--- config.mk ---
export PLATFORM = sky130hd
export DESIGN_NAME = uctst_top
export DESIGN_NICKNAME = d
export VERILOG_FILES = /design/src/logic/uctst_pkg.sv /design/src/logic/uctst_top.sv
export SDC_FILE = /design/constraint.sdc
export NUM_CORES = 1
export LEC_CHECK = 0
export BUFFER_PORTS_ARGS = -buffer_cell sky130_fd_sc_hd__buf_4
export CAP_MARGIN = 30
export CORE_MARGIN = 10
export CORE_UTILIZATION = 40
export DETAILED_ROUTE_END_ITERATION = 10
export GPL_ROUTABILITY_DRIVEN = 0
export MAX_ROUTING_LAYER = met4
export PLACE_DENSITY = 0.7
export SLEW_MARGIN = 20
export SYNTH_ARGS = -nofsm -noshare
export SYNTH_HDL_FRONTEND = slang
export SYNTH_SLANG_ARGS = --single-unit
--- constraint.sdc ---
create_clock -name CLK_I -period 2.6 [get_ports CLK_I]
set_input_delay 0.26 -clock CLK_I [delete_from_list [all_inputs] [get_ports CLK_I]]
set_output_delay 0.26 -clock CLK_I [all_outputs]
set_load 0.1 [all_outputs]
--- src/logic/uctst_pkg.sv ---
package uctst_pkg;

    // register byte offsets on the bus
    localparam logic [7:0] OFF_DATA = 8'h00;
    localparam logic [7:0] OFF_MASK = 8'h38;
    localparam logic [7:0] OFF_RAW  = 8'h3C;
    localparam logic [7:0] OFF_MSK  = 8'h40;
    localparam logic [7:0] OFF_ICLR = 8'h44;
    localparam logic [7:0] OFF_DMA  = 8'h48;
    localparam logic [7:0] OFF_TCTL = 8'h80;
    localparam logic [7:0] OFF_TIN  = 8'h84;
    localparam logic [7:0] OFF_TOUT = 8'h88;
    localparam logic [7:0] OFF_TDAT = 8'h8C;

    // widths
    localparam int IRQ_W  = 11;
    localparam int WORD_W = 11;
    localparam int TOUT_W = 12;

    // interrupt source bit positions
    localparam int B_OVR = 10;
    localparam int B_BRK = 9;
    localparam int B_PAR = 8;
    localparam int B_FRM = 7;
    localparam int B_RTO = 6;
    localparam int B_TX  = 5;
    localparam int B_RX  = 4;
    localparam int B_CTS = 1;

    // sticky sources cleared by write-one, level sources, all used bits
    localparam logic [IRQ_W-1:0] CLR_MASK  = 11'h7E0;
    localparam logic [IRQ_W-1:0] LVL_MASK  = 11'h012;
    localparam logic [IRQ_W-1:0] USED_MASK = 11'h7F2;

    // test control, test input and test output bit positions
    localparam int B_TFIFO = 1;
    localparam int B_ITEST = 0;
    localparam int B_TCTS  = 3;
    localparam int B_TRXD  = 0;
    localparam int B_TRTS  = 3;
    localparam int B_TTXD  = 0;
    localparam int B_TIRQ  = 6;

    // values after reset
    localparam logic [IRQ_W-1:0]  RST_MASK = 11'h000;
    localparam logic [IRQ_W-1:0]  RST_RAW  = 11'h000;
    localparam logic [1:0]        RST_TCTL = 2'h0;
    localparam logic [TOUT_W-1:0] RST_TOUT = 12'h000;
    localparam logic [31:0]       RST_DAT  = 32'h00000000;

    // interrupt outputs, in test output register order 11 down to 6
    typedef struct packed {
        logic modem;
        logic rx;
        logic tx;
        logic rt;
        logic err;
        logic comb;
    } uctst_irq_t;

    // serial pins driven out
    typedef struct packed {
        logic rts_n;
        logic txd;
    } uctst_pins_t;

endpackage : uctst_pkg

--- src/logic/uctst_top.sv ---
`timescale 1ns/100ps

// Function
// RULE1: writing one to bits 10..7 clears overrun, break, parity, framing sources
// RULE2: writing one to bit 6 clears the receive timeout source
// RULE3: writing one to bit 5 clears the transmit source
// RULE4: clear register bits 4 and 1 read masked receive and cts state
// RULE5: software writes zero to bits 3, 2, 0 and ignores their reads
// RULE6: dma control register ignores writes and reads zero
// RULE7: test fifo enable routes data writes to rx fifo, reads to tx fifo
// RULE8: without test fifo enable no direct fifo access, normal data path
// RULE9: test control bit 0 selects integration test mode
// RULE10: test input bits 3 and 0 read cts and rx data pin levels
// RULE11: test output bits 11..6 drive interrupt outputs through test mux
// RULE12: test output bits 3 and 0 drive rts and tx data pins
// RULE13: test data register bits 10:0 reach the fifos under test enable
// RULE14: software writes zero to reserved bits and ignores their reads
// RULE15: masked status is raw status gated by the mask
// RULE16: writing zero to a clear bit leaves the source unchanged
module uctst_top (
    // clock and reset
    input  wire logic                           CLK_I,
    input  wire logic                           RST_I,
    // wishbone classic slave
    input  wire logic                           CYC_I,
    input  wire logic                           STB_I,
    input  wire logic                           WE_I,
    input  wire logic [7:0]                     ADR_I,
    input  wire logic [3:0]                     SEL_I,
    input  wire logic [31:0]                    DAT_I,
    output wire logic [31:0]                    DAT_O,
    output wire logic                           ACK_O,
    // interrupt sources from the serial core
    input  wire logic [uctst_pkg::IRQ_W-1:0]    EVT_I,
    // serial pins
    input  wire logic                           RXD_I,
    input  wire logic                           CTS_N_I,
    output wire logic                           TXD_O,
    output wire logic                           RTS_N_O,
    // normal pin levels from the serial core, synced pins back to it
    input  wire logic                           TXD_NORM_I,
    input  wire logic                           RTS_N_NORM_I,
    output wire logic                           RXD_SYNC_O,
    output wire logic                           CTS_N_SYNC_O,
    // data port towards the fifos
    output wire logic                           TX_PUSH_O,
    output wire logic                           RX_POP_O,
    input  wire logic [uctst_pkg::WORD_W-1:0]   RX_DATA_I,
    output wire logic                           RXF_PUSH_O,
    output wire logic                           TXF_POP_O,
    input  wire logic [uctst_pkg::WORD_W-1:0]   TXF_DATA_I,
    output wire logic [uctst_pkg::WORD_W-1:0]   FIFO_WDATA_O,
    // interrupt outputs
    output wire uctst_pkg::uctst_irq_t          IRQ_LINES_O,
    output wire logic                           IRQ_O
);

    // byte enables widened to a bit mask
    function automatic logic [31:0] lane_mask(input logic [3:0] sel);
        lane_mask = {{8{sel[3]}}, {8{sel[2]}}, {8{sel[1]}}, {8{sel[0]}}};
    endfunction : lane_mask

    logic                               ack_q;
    logic [31:0]                        dat_q;
    logic [uctst_pkg::WORD_W-1:0]       wdat_q;
    logic [uctst_pkg::IRQ_W-1:0]        sticky_q;
    logic [uctst_pkg::IRQ_W-1:0]        mask_q;
    logic [1:0]                         tctl_q;
    logic [uctst_pkg::TOUT_W-1:0]       tout_q;
    uctst_pkg::uctst_irq_t              irq_q;
    uctst_pkg::uctst_pins_t             pins_q;
    logic                               rxd_s1_q;
    logic                               rxd_s2_q;
    logic                               cts_s1_q;
    logic                               cts_s2_q;

    // bus handshake: answer one cycle after the request, effects at ack edge
    wire        req      = CYC_I & STB_I;
    wire        ack_d    = req & ~ack_q;
    wire        take     = req & ack_q;
    wire        wr       = take & WE_I;
    wire        rd       = take & ~WE_I;
    wire [31:0] wmask    = lane_mask(SEL_I);
    wire [31:0] wval     = DAT_I & wmask;

    // address decode
    wire hit_data = (ADR_I == uctst_pkg::OFF_DATA);
    wire hit_mask = (ADR_I == uctst_pkg::OFF_MASK);
    wire hit_raw  = (ADR_I == uctst_pkg::OFF_RAW);
    wire hit_msk  = (ADR_I == uctst_pkg::OFF_MSK);
    wire hit_iclr = (ADR_I == uctst_pkg::OFF_ICLR);
    wire hit_dma  = (ADR_I == uctst_pkg::OFF_DMA);
    wire hit_tctl = (ADR_I == uctst_pkg::OFF_TCTL);
    wire hit_tin  = (ADR_I == uctst_pkg::OFF_TIN);
    wire hit_tout = (ADR_I == uctst_pkg::OFF_TOUT);
    wire hit_tdat = (ADR_I == uctst_pkg::OFF_TDAT);

    // mode bits
    wire test_fifo_enable        = tctl_q[uctst_pkg::B_TFIFO];
    wire integration_test_enable = tctl_q[uctst_pkg::B_ITEST];

    // interrupt status: sticky sources plus level sources, then the mask
    wire [uctst_pkg::IRQ_W-1:0] raw_sts = (sticky_q & uctst_pkg::CLR_MASK)
                                        | (EVT_I & uctst_pkg::LVL_MASK);
    wire [uctst_pkg::IRQ_W-1:0] msk_sts = raw_sts & mask_q;   // [RULE15]
    wire [uctst_pkg::IRQ_W-1:0] clr_vec = (wr & hit_iclr)
                                        ? wval[uctst_pkg::IRQ_W-1:0] & uctst_pkg::CLR_MASK
                                        : '0;
    // set beats clear so an event in the clearing cycle survives
    wire [uctst_pkg::IRQ_W-1:0] sticky_d = (sticky_q & ~clr_vec)   // [RULE1] [RULE2] [RULE3] [RULE16]
                                         | (EVT_I & uctst_pkg::CLR_MASK);

    // normal interrupt outputs, then the test multiplexer
    uctst_pkg::uctst_irq_t irq_norm;
    assign irq_norm.modem = msk_sts[uctst_pkg::B_CTS];
    assign irq_norm.rx    = msk_sts[uctst_pkg::B_RX];
    assign irq_norm.tx    = msk_sts[uctst_pkg::B_TX];
    assign irq_norm.rt    = msk_sts[uctst_pkg::B_RTO];
    assign irq_norm.err   = |msk_sts[uctst_pkg::B_OVR:uctst_pkg::B_FRM];
    assign irq_norm.comb  = |msk_sts;
    wire uctst_pkg::uctst_irq_t irq_d = integration_test_enable   // [RULE9] [RULE11]
                                      ? uctst_pkg::uctst_irq_t'(tout_q[11:6])
                                      : irq_norm;

    // pin multiplexer: test output bits take over the pins in test mode
    // casts rather than patterns, a conditional gives a pattern no type
    wire uctst_pkg::uctst_pins_t pins_d = integration_test_enable   // [RULE12]
        ? uctst_pkg::uctst_pins_t'({tout_q[uctst_pkg::B_TRTS], tout_q[uctst_pkg::B_TTXD]})
        : uctst_pkg::uctst_pins_t'({RTS_N_NORM_I, TXD_NORM_I});

    // data port steering; the test data register is dead unless enabled
    wire data_sel = hit_data | (hit_tdat & test_fifo_enable);         // [RULE13]
    assign RXF_PUSH_O = wr & data_sel & test_fifo_enable;            // [RULE7]
    assign TXF_POP_O  = rd & data_sel & test_fifo_enable;            // [RULE7]
    assign TX_PUSH_O  = wr & hit_data & ~test_fifo_enable;           // [RULE8]
    assign RX_POP_O   = rd & hit_data & ~test_fifo_enable;           // [RULE8]

    // read data selection, captured when the request first appears
    wire [31:0] rd_fifo = test_fifo_enable ? {21'h000000, TXF_DATA_I}
                                           : {21'h000000, RX_DATA_I};
    wire [31:0] rd_iclr = {27'h0000000, msk_sts[uctst_pkg::B_RX], 2'h0,   // [RULE4]
                           msk_sts[uctst_pkg::B_CTS], 1'b0};
    wire [31:0] rd_tin  = {28'h0000000, cts_s2_q, 2'h0, rxd_s2_q};      // [RULE10]
    wire [31:0] rd_tout = {20'h00000, irq_q, 2'h0,                       // [RULE11]
                           tout_q[uctst_pkg::B_TRTS], 2'h0, tout_q[uctst_pkg::B_TTXD]};
    wire [31:0] rd_mux  = hit_data ? rd_fifo
                        : (hit_tdat & test_fifo_enable) ? rd_fifo
                        : hit_mask ? {21'h000000, mask_q}
                        : hit_raw  ? {21'h000000, raw_sts}
                        : hit_msk  ? {21'h000000, msk_sts}
                        : hit_iclr ? rd_iclr
                        : hit_tctl ? {30'h00000000, tctl_q}
                        : hit_tin  ? rd_tin
                        : hit_tout ? rd_tout
                        : 32'h00000000;   // dma control and unmapped read zero [RULE6]

    // bus slave registers
    always_ff @(posedge CLK_I) begin
        if (RST_I) begin
            ack_q  <= 1'b0;
            dat_q  <= uctst_pkg::RST_DAT;
            wdat_q <= '0;
        end else begin
            ack_q <= ack_d;
            if (ack_d & ~WE_I) dat_q  <= rd_mux;
            if (ack_d & WE_I)  wdat_q <= DAT_I[uctst_pkg::WORD_W-1:0];
        end
    end

    // software registers; dma control has no storage at all
    always_ff @(posedge CLK_I) begin
        if (RST_I) begin
            mask_q <= uctst_pkg::RST_MASK;
            tctl_q <= uctst_pkg::RST_TCTL;
            tout_q <= uctst_pkg::RST_TOUT;
        end else if (wr) begin
            if (hit_mask) mask_q <= (mask_q & ~wmask[10:0]) | (wval[10:0] & uctst_pkg::USED_MASK);
            if (hit_tctl) tctl_q <= (tctl_q & ~wmask[1:0]) | wval[1:0];   // [RULE9]
            if (hit_tout) tout_q <= (tout_q & ~wmask[11:0]) | (wval[11:0] & 12'hFC9);
        end
    end

    // interrupt status and registered outputs
    always_ff @(posedge CLK_I) begin
        if (RST_I) begin
            sticky_q <= uctst_pkg::RST_RAW;
            irq_q    <= '0;
            pins_q   <= '{rts_n: 1'b1, txd: 1'b1};
        end else begin
            sticky_q <= sticky_d;
            irq_q    <= irq_d;
            pins_q   <= pins_d;
        end
    end

    // two-stage synchronisers for the asynchronous pins
    always_ff @(posedge CLK_I) begin
        if (RST_I) begin
            rxd_s1_q <= 1'b1;
            rxd_s2_q <= 1'b1;
            cts_s1_q <= 1'b1;
            cts_s2_q <= 1'b1;
        end else begin
            rxd_s1_q <= RXD_I;
            rxd_s2_q <= rxd_s1_q;
            cts_s1_q <= CTS_N_I;
            cts_s2_q <= cts_s1_q;
        end
    end

    // outputs
    assign DAT_O        = dat_q;
    assign ACK_O        = ack_q;
    assign FIFO_WDATA_O = wdat_q;
    assign TXD_O        = pins_q.txd;
    assign RTS_N_O      = pins_q.rts_n;
    assign RXD_SYNC_O   = rxd_s2_q;
    assign CTS_N_SYNC_O = cts_s2_q;
    assign IRQ_LINES_O  = irq_q;
    assign IRQ_O        = irq_q.comb;
endmodule : uctst_top

* After elaboration in Yosys (flattened, before gate mapping) *
Index checks and enable logic that the tools add are counted.

storage, ports and cells
  word-level logic and storage cells = 82
  bits in registers = 92
  input port bits = 86
  output and inout bits = 59

operators by class
  multiplexer cells = 13
  reduce and logical (&&, ||, !) cells = 6
  bitwise logic cells = 36
  equal/unequal tests = 8

operators with widths
  operator            count
  $mux 12             9
  $and 11x11->11      3
  $eq 8x8->1 const B  4
  $and 12x12->12      2
  $mux 11             2
  $not 11->11         2
  $or 11x11->11       2
  $and 1x1->1         17
  $eq 8x6->1 const B  2
  $eq 8x7->1 const B  2
  $not 12->12         1
  $or 12x12->12       1
  $or 11x5->11        1
  $reduce_or 11->1    1
  $logic_not 8->1     1
  $mux 6              1
  $reduce_and 2->1    3
  $reduce_or 4->1     1
  $not 1->1           3
  $and 2x2->2         1
  $mux 2              1
  $not 2->2           1
  $or 2x2->2          1
  $or 1x1->1          1

* Logic depth before layout (Yosys ltp) *
  depth after elaboration = 10
  gate-level depth with buffers = 7
  depth with buffers taken out = 5

* Worst setup path before layout *
OpenSTA, ideal clock, no wires.

  path kind = register to output
  start point = reg ack_q, in the netlist ACK_O
  end point = out RXF_PUSH_O
  stages on the path, launching flop included = 3
  slack = -0.949 ns
  arrival = 3.289 ns
  path buffers = 0
  data required time = 2.340 ns
  path through = dfxtp_1 -> nand2_1 -> nor3_1

between the ends
  longest elaborated chain between the ends = 4

RTL lines
  item                       RTL line          text
  start, declared            uctst_top.sv:63   logic ack_q;
  start signal, assigned     uctst_top.sv:164  ack_q <= ack_d;
  $and 1x1->1                uctst_top.sv:80   wire take = req & ack_q;
  $and 1x1->1                uctst_top.sv:81   wire wr = take & WE_I;
  $and 1x1->1 (2 in series)  uctst_top.sv:133  assign RXF_PUSH_O = wr & data_sel & test_fifo_enable;
  end, declared              uctst_top.sv:49   output wire logic RXF_PUSH_O,

Every way passes these cells.

==> flow_summary.toml <==
[run_status]
status = "finished, final reports clean"

[detailed_routing]
drtIter0Drc = 250
wire_per_inst_um = 16.9
dr.pass1.iters = 5
drc = 0
wl_mm = 9.61
vias = 3046
ant_nets = 0
viasPerCell = 5.37

[critical_path]
max_stage_delay_ns = 0.37
cp-end-kind = "output pin"
arrival_ns = 1.82
crit_fanout = 11
critical_path_required_ns = 2.34
path_class = "reg -> out"
rr_startpoint = "ACK_O$_SDFF_PP0_"
crit_chain = "and4_1 > o211a_1 > nand2_1 > nor3_2 > buf_4"
r2r_end = "DAT_O[1]$_SDFFE_PP0P_"
rr_worst_depth = 4
rrSetupSlack_ns = 0.76
cp_slowest_cell = "o211a_1"
cp-start-kind = "register"

[timing]
skew_ns = 0.00560
worstMarginPinSlew_ns = 0.785
relSlewSlack_pct = 47.7
grt_setup_unrepaired = "false"
fmax_ghz = 0.480
slew_violations = 0
finalCritPeriodShare_pct = 80.1
finalSetupViolations = 0
finalCriticalPeriod_ns = 2.08
hold_violations = 0

[layout]
post-route-util_pct = 54.7
num_antenna_cells = 0
nets = 550
final_cell_mix = "buf_4 (105), dfxtp_1 (63), a21oi_1 (54)"
stdcell_area_mm2 = 0.00403
layout_commonest_cell = "buf_4"
layout-drive-gt1-share_pct = 28.4
final_cells = 567
n_fill_cell = 709
synthToLayoutAreaGrowth_pct = 31.6

[flow_run]
timing.max_cap.violations = 0

[synthesis]
synthMuxAreaShare_pct = 5.63
synth-simple-area-share_pct = 26.3
synth_edf_count = 0
synth_warnings = 0
synth_area_per_cell_um2 = 8.20
ys_types = 49
synthesis.instances = 374
postSynth.asyncResetShare_pct = 0
synth_fa_ha_area_share_pct = 0
netlist_area_mm2 = 0.00307
synth_compound_area_share_pct = 18.1
yosysSeqAreaShare_pct = 41.1
synth_xor_area_share_pct = 0
synth-seq-cells = 63
synthFlopType = "dfxtp_1"
synth_top_family_by_area = "simple AND/OR/NAND/NOR gates"

[hold_path]
hold_path_class = "in -> reg"
min_from = "CTS_N_I"
min_path_cells = 2
holdPathEnd = "cts_s1_q$_SDFF_PP1_"

[global_routing]
grt_max_degree = 59
grt_first_pass_wirelength_mm = 14.7
grt_pass1_vias = 2907
grt_use_total_pct = 16.5
antenna_found_initial = 0
grt_overflow = 0

[floorplan]
die_y_um = 108
initial_core_util_pct = 41.6
die_w_um = 108
design.die.area_mm2 = 0.0116
core-area_mm2 = 0.00737
ios = 145
num_rows = 31

[clocking]
post_cts_resized = 0
clk_pin_slew_ns = 0.07
cts_hold_buffers = 0
clockBufferDepth = 2
cts_tree = "built"
clock-sinks = 63
cts_buffers = 9
insertion_delay_ns = 0.35
root_buffer = "clkbuf_8"
cts_setup_buffers = 0
h-tree-depth = 3

[placed_design]
hpwl_mm = 7.24
port_buffers = 99
dpl_cell_area_mm2 = 0.00380
dp_cells = 552

[power_and_ir_drop]
ir_drop_mv = 0.408
power.density_mw_per_mm2 = 594
power_leakage_nw = 1.70
-- worst max-delay path by stage --
stage / startpoint / endpoint / slack [ns] / cells after the start
floorplan: ACK_O$_SDFF_PP0_ / RXF_PUSH_O / -0.14 / 2
global placement: ADR_I[7] / mask_q[2]$_SDFFE_PP0P_ / 0.39 / 5
detailed placement: ADR_I[7] / mask_q[2]$_SDFFE_PP0P_ / 0.40 / 5
CTS: register / RXF_PUSH_O / 0.48 / 5
global route: register / RXF_PUSH_O / 0.37 / 5
finish: register / RXF_PUSH_O / 0.52 / 5
-- cell usage after synthesis, types with 3 or more instances --
cell type	number	share of area, %
inv_1	3	0.37
nor2b_1	5	1.0
a21oi_1	54	8.8
nand3_1	19	3.1
a211oi_1	4	0.98
clkbuf_1	17	2.1
buf_4	21	5.1
nand4_1	8	1.6
and4_1	3	0.86
buf_2	6	0.98
a221oi_1	7	2.0
dfxtp_1	63	41
nor2_1	32	3.9
nor3_1	10	1.6
nand2_1	53	6.5
and2_1	3	0.61
or2_2	4	0.82
o221ai_1	4	1.1
mux2i_1	15	4.9
a22o_1	7	2.0
and3b_1	3	0.86
-- cell families after synthesis --
kind of cell           Yosys count
AOI/OAI and AO/OA               88
buffers and inverters           48
DFF                             63
muxes                           17
other                            1
and+or+nand+nor                157
-- worst max-delay path: cells and delay by family (launching register included) --
| kind | cells | cell delay [ns] |
|---|---|---|
| and+or+nand+nor | 3 | 0.46 |
| AOI/OAI and AO/OA | 1 | 0.37 |
| DFF | 1 | 0.33 |
| buffers and inverters | 1 | 0.31 |
-- area by class of cell --
type	count	area, um^2	area share [%]
clock buffer	12	165	4.09
clock inverter	3	65.1	1.61
inverter	3	11.3	0.279
multi-input combinational	282	1620	40.1
sequential	63	1260	31.3
tap	99	124	3.07
timing repair buffer	105	788	19.5
-- power breakdown --
part	leakage [nW]	switching [mW]	internal, mW	total (mW)
Sequential	0.512	0.0138	0.985	0.999
Clock	0.118	0.377	0.611	0.988
Combinational	1.07	0.305	0.104	0.409
Total	1.70	0.696	1.70	2.40
-- metrics by stage --
step                TNS, ns  worst slack [ns]  power (mW)  hold WS (ns)
CTS                       0             0.479        2.41        0.0854
floorplan            -0.553            -0.144        1.32         0.364
finish                    0             0.517        2.40        0.0917
global route              0             0.373        2.48        0.0805
global placement          0             0.391        1.42         0.390
detailed placement        0             0.400        1.43         0.395
-- routing by layer --
| layer | part of all wire, % | global-route usage [%] | vias up |
|---|---|---|---|
| met3 | 9.8 | 5.51 | 21 |
| met2 | 44 | 24.2 | 144 |
| met5 | 0 | - | - |
| met4 | 1.7 | 5.73 | 0 |
| met1 | 44 | 20.7 | 1402 |
| li1 | - | - | 1479 |
Note: power is estimated with default switching activity, not from simulation.
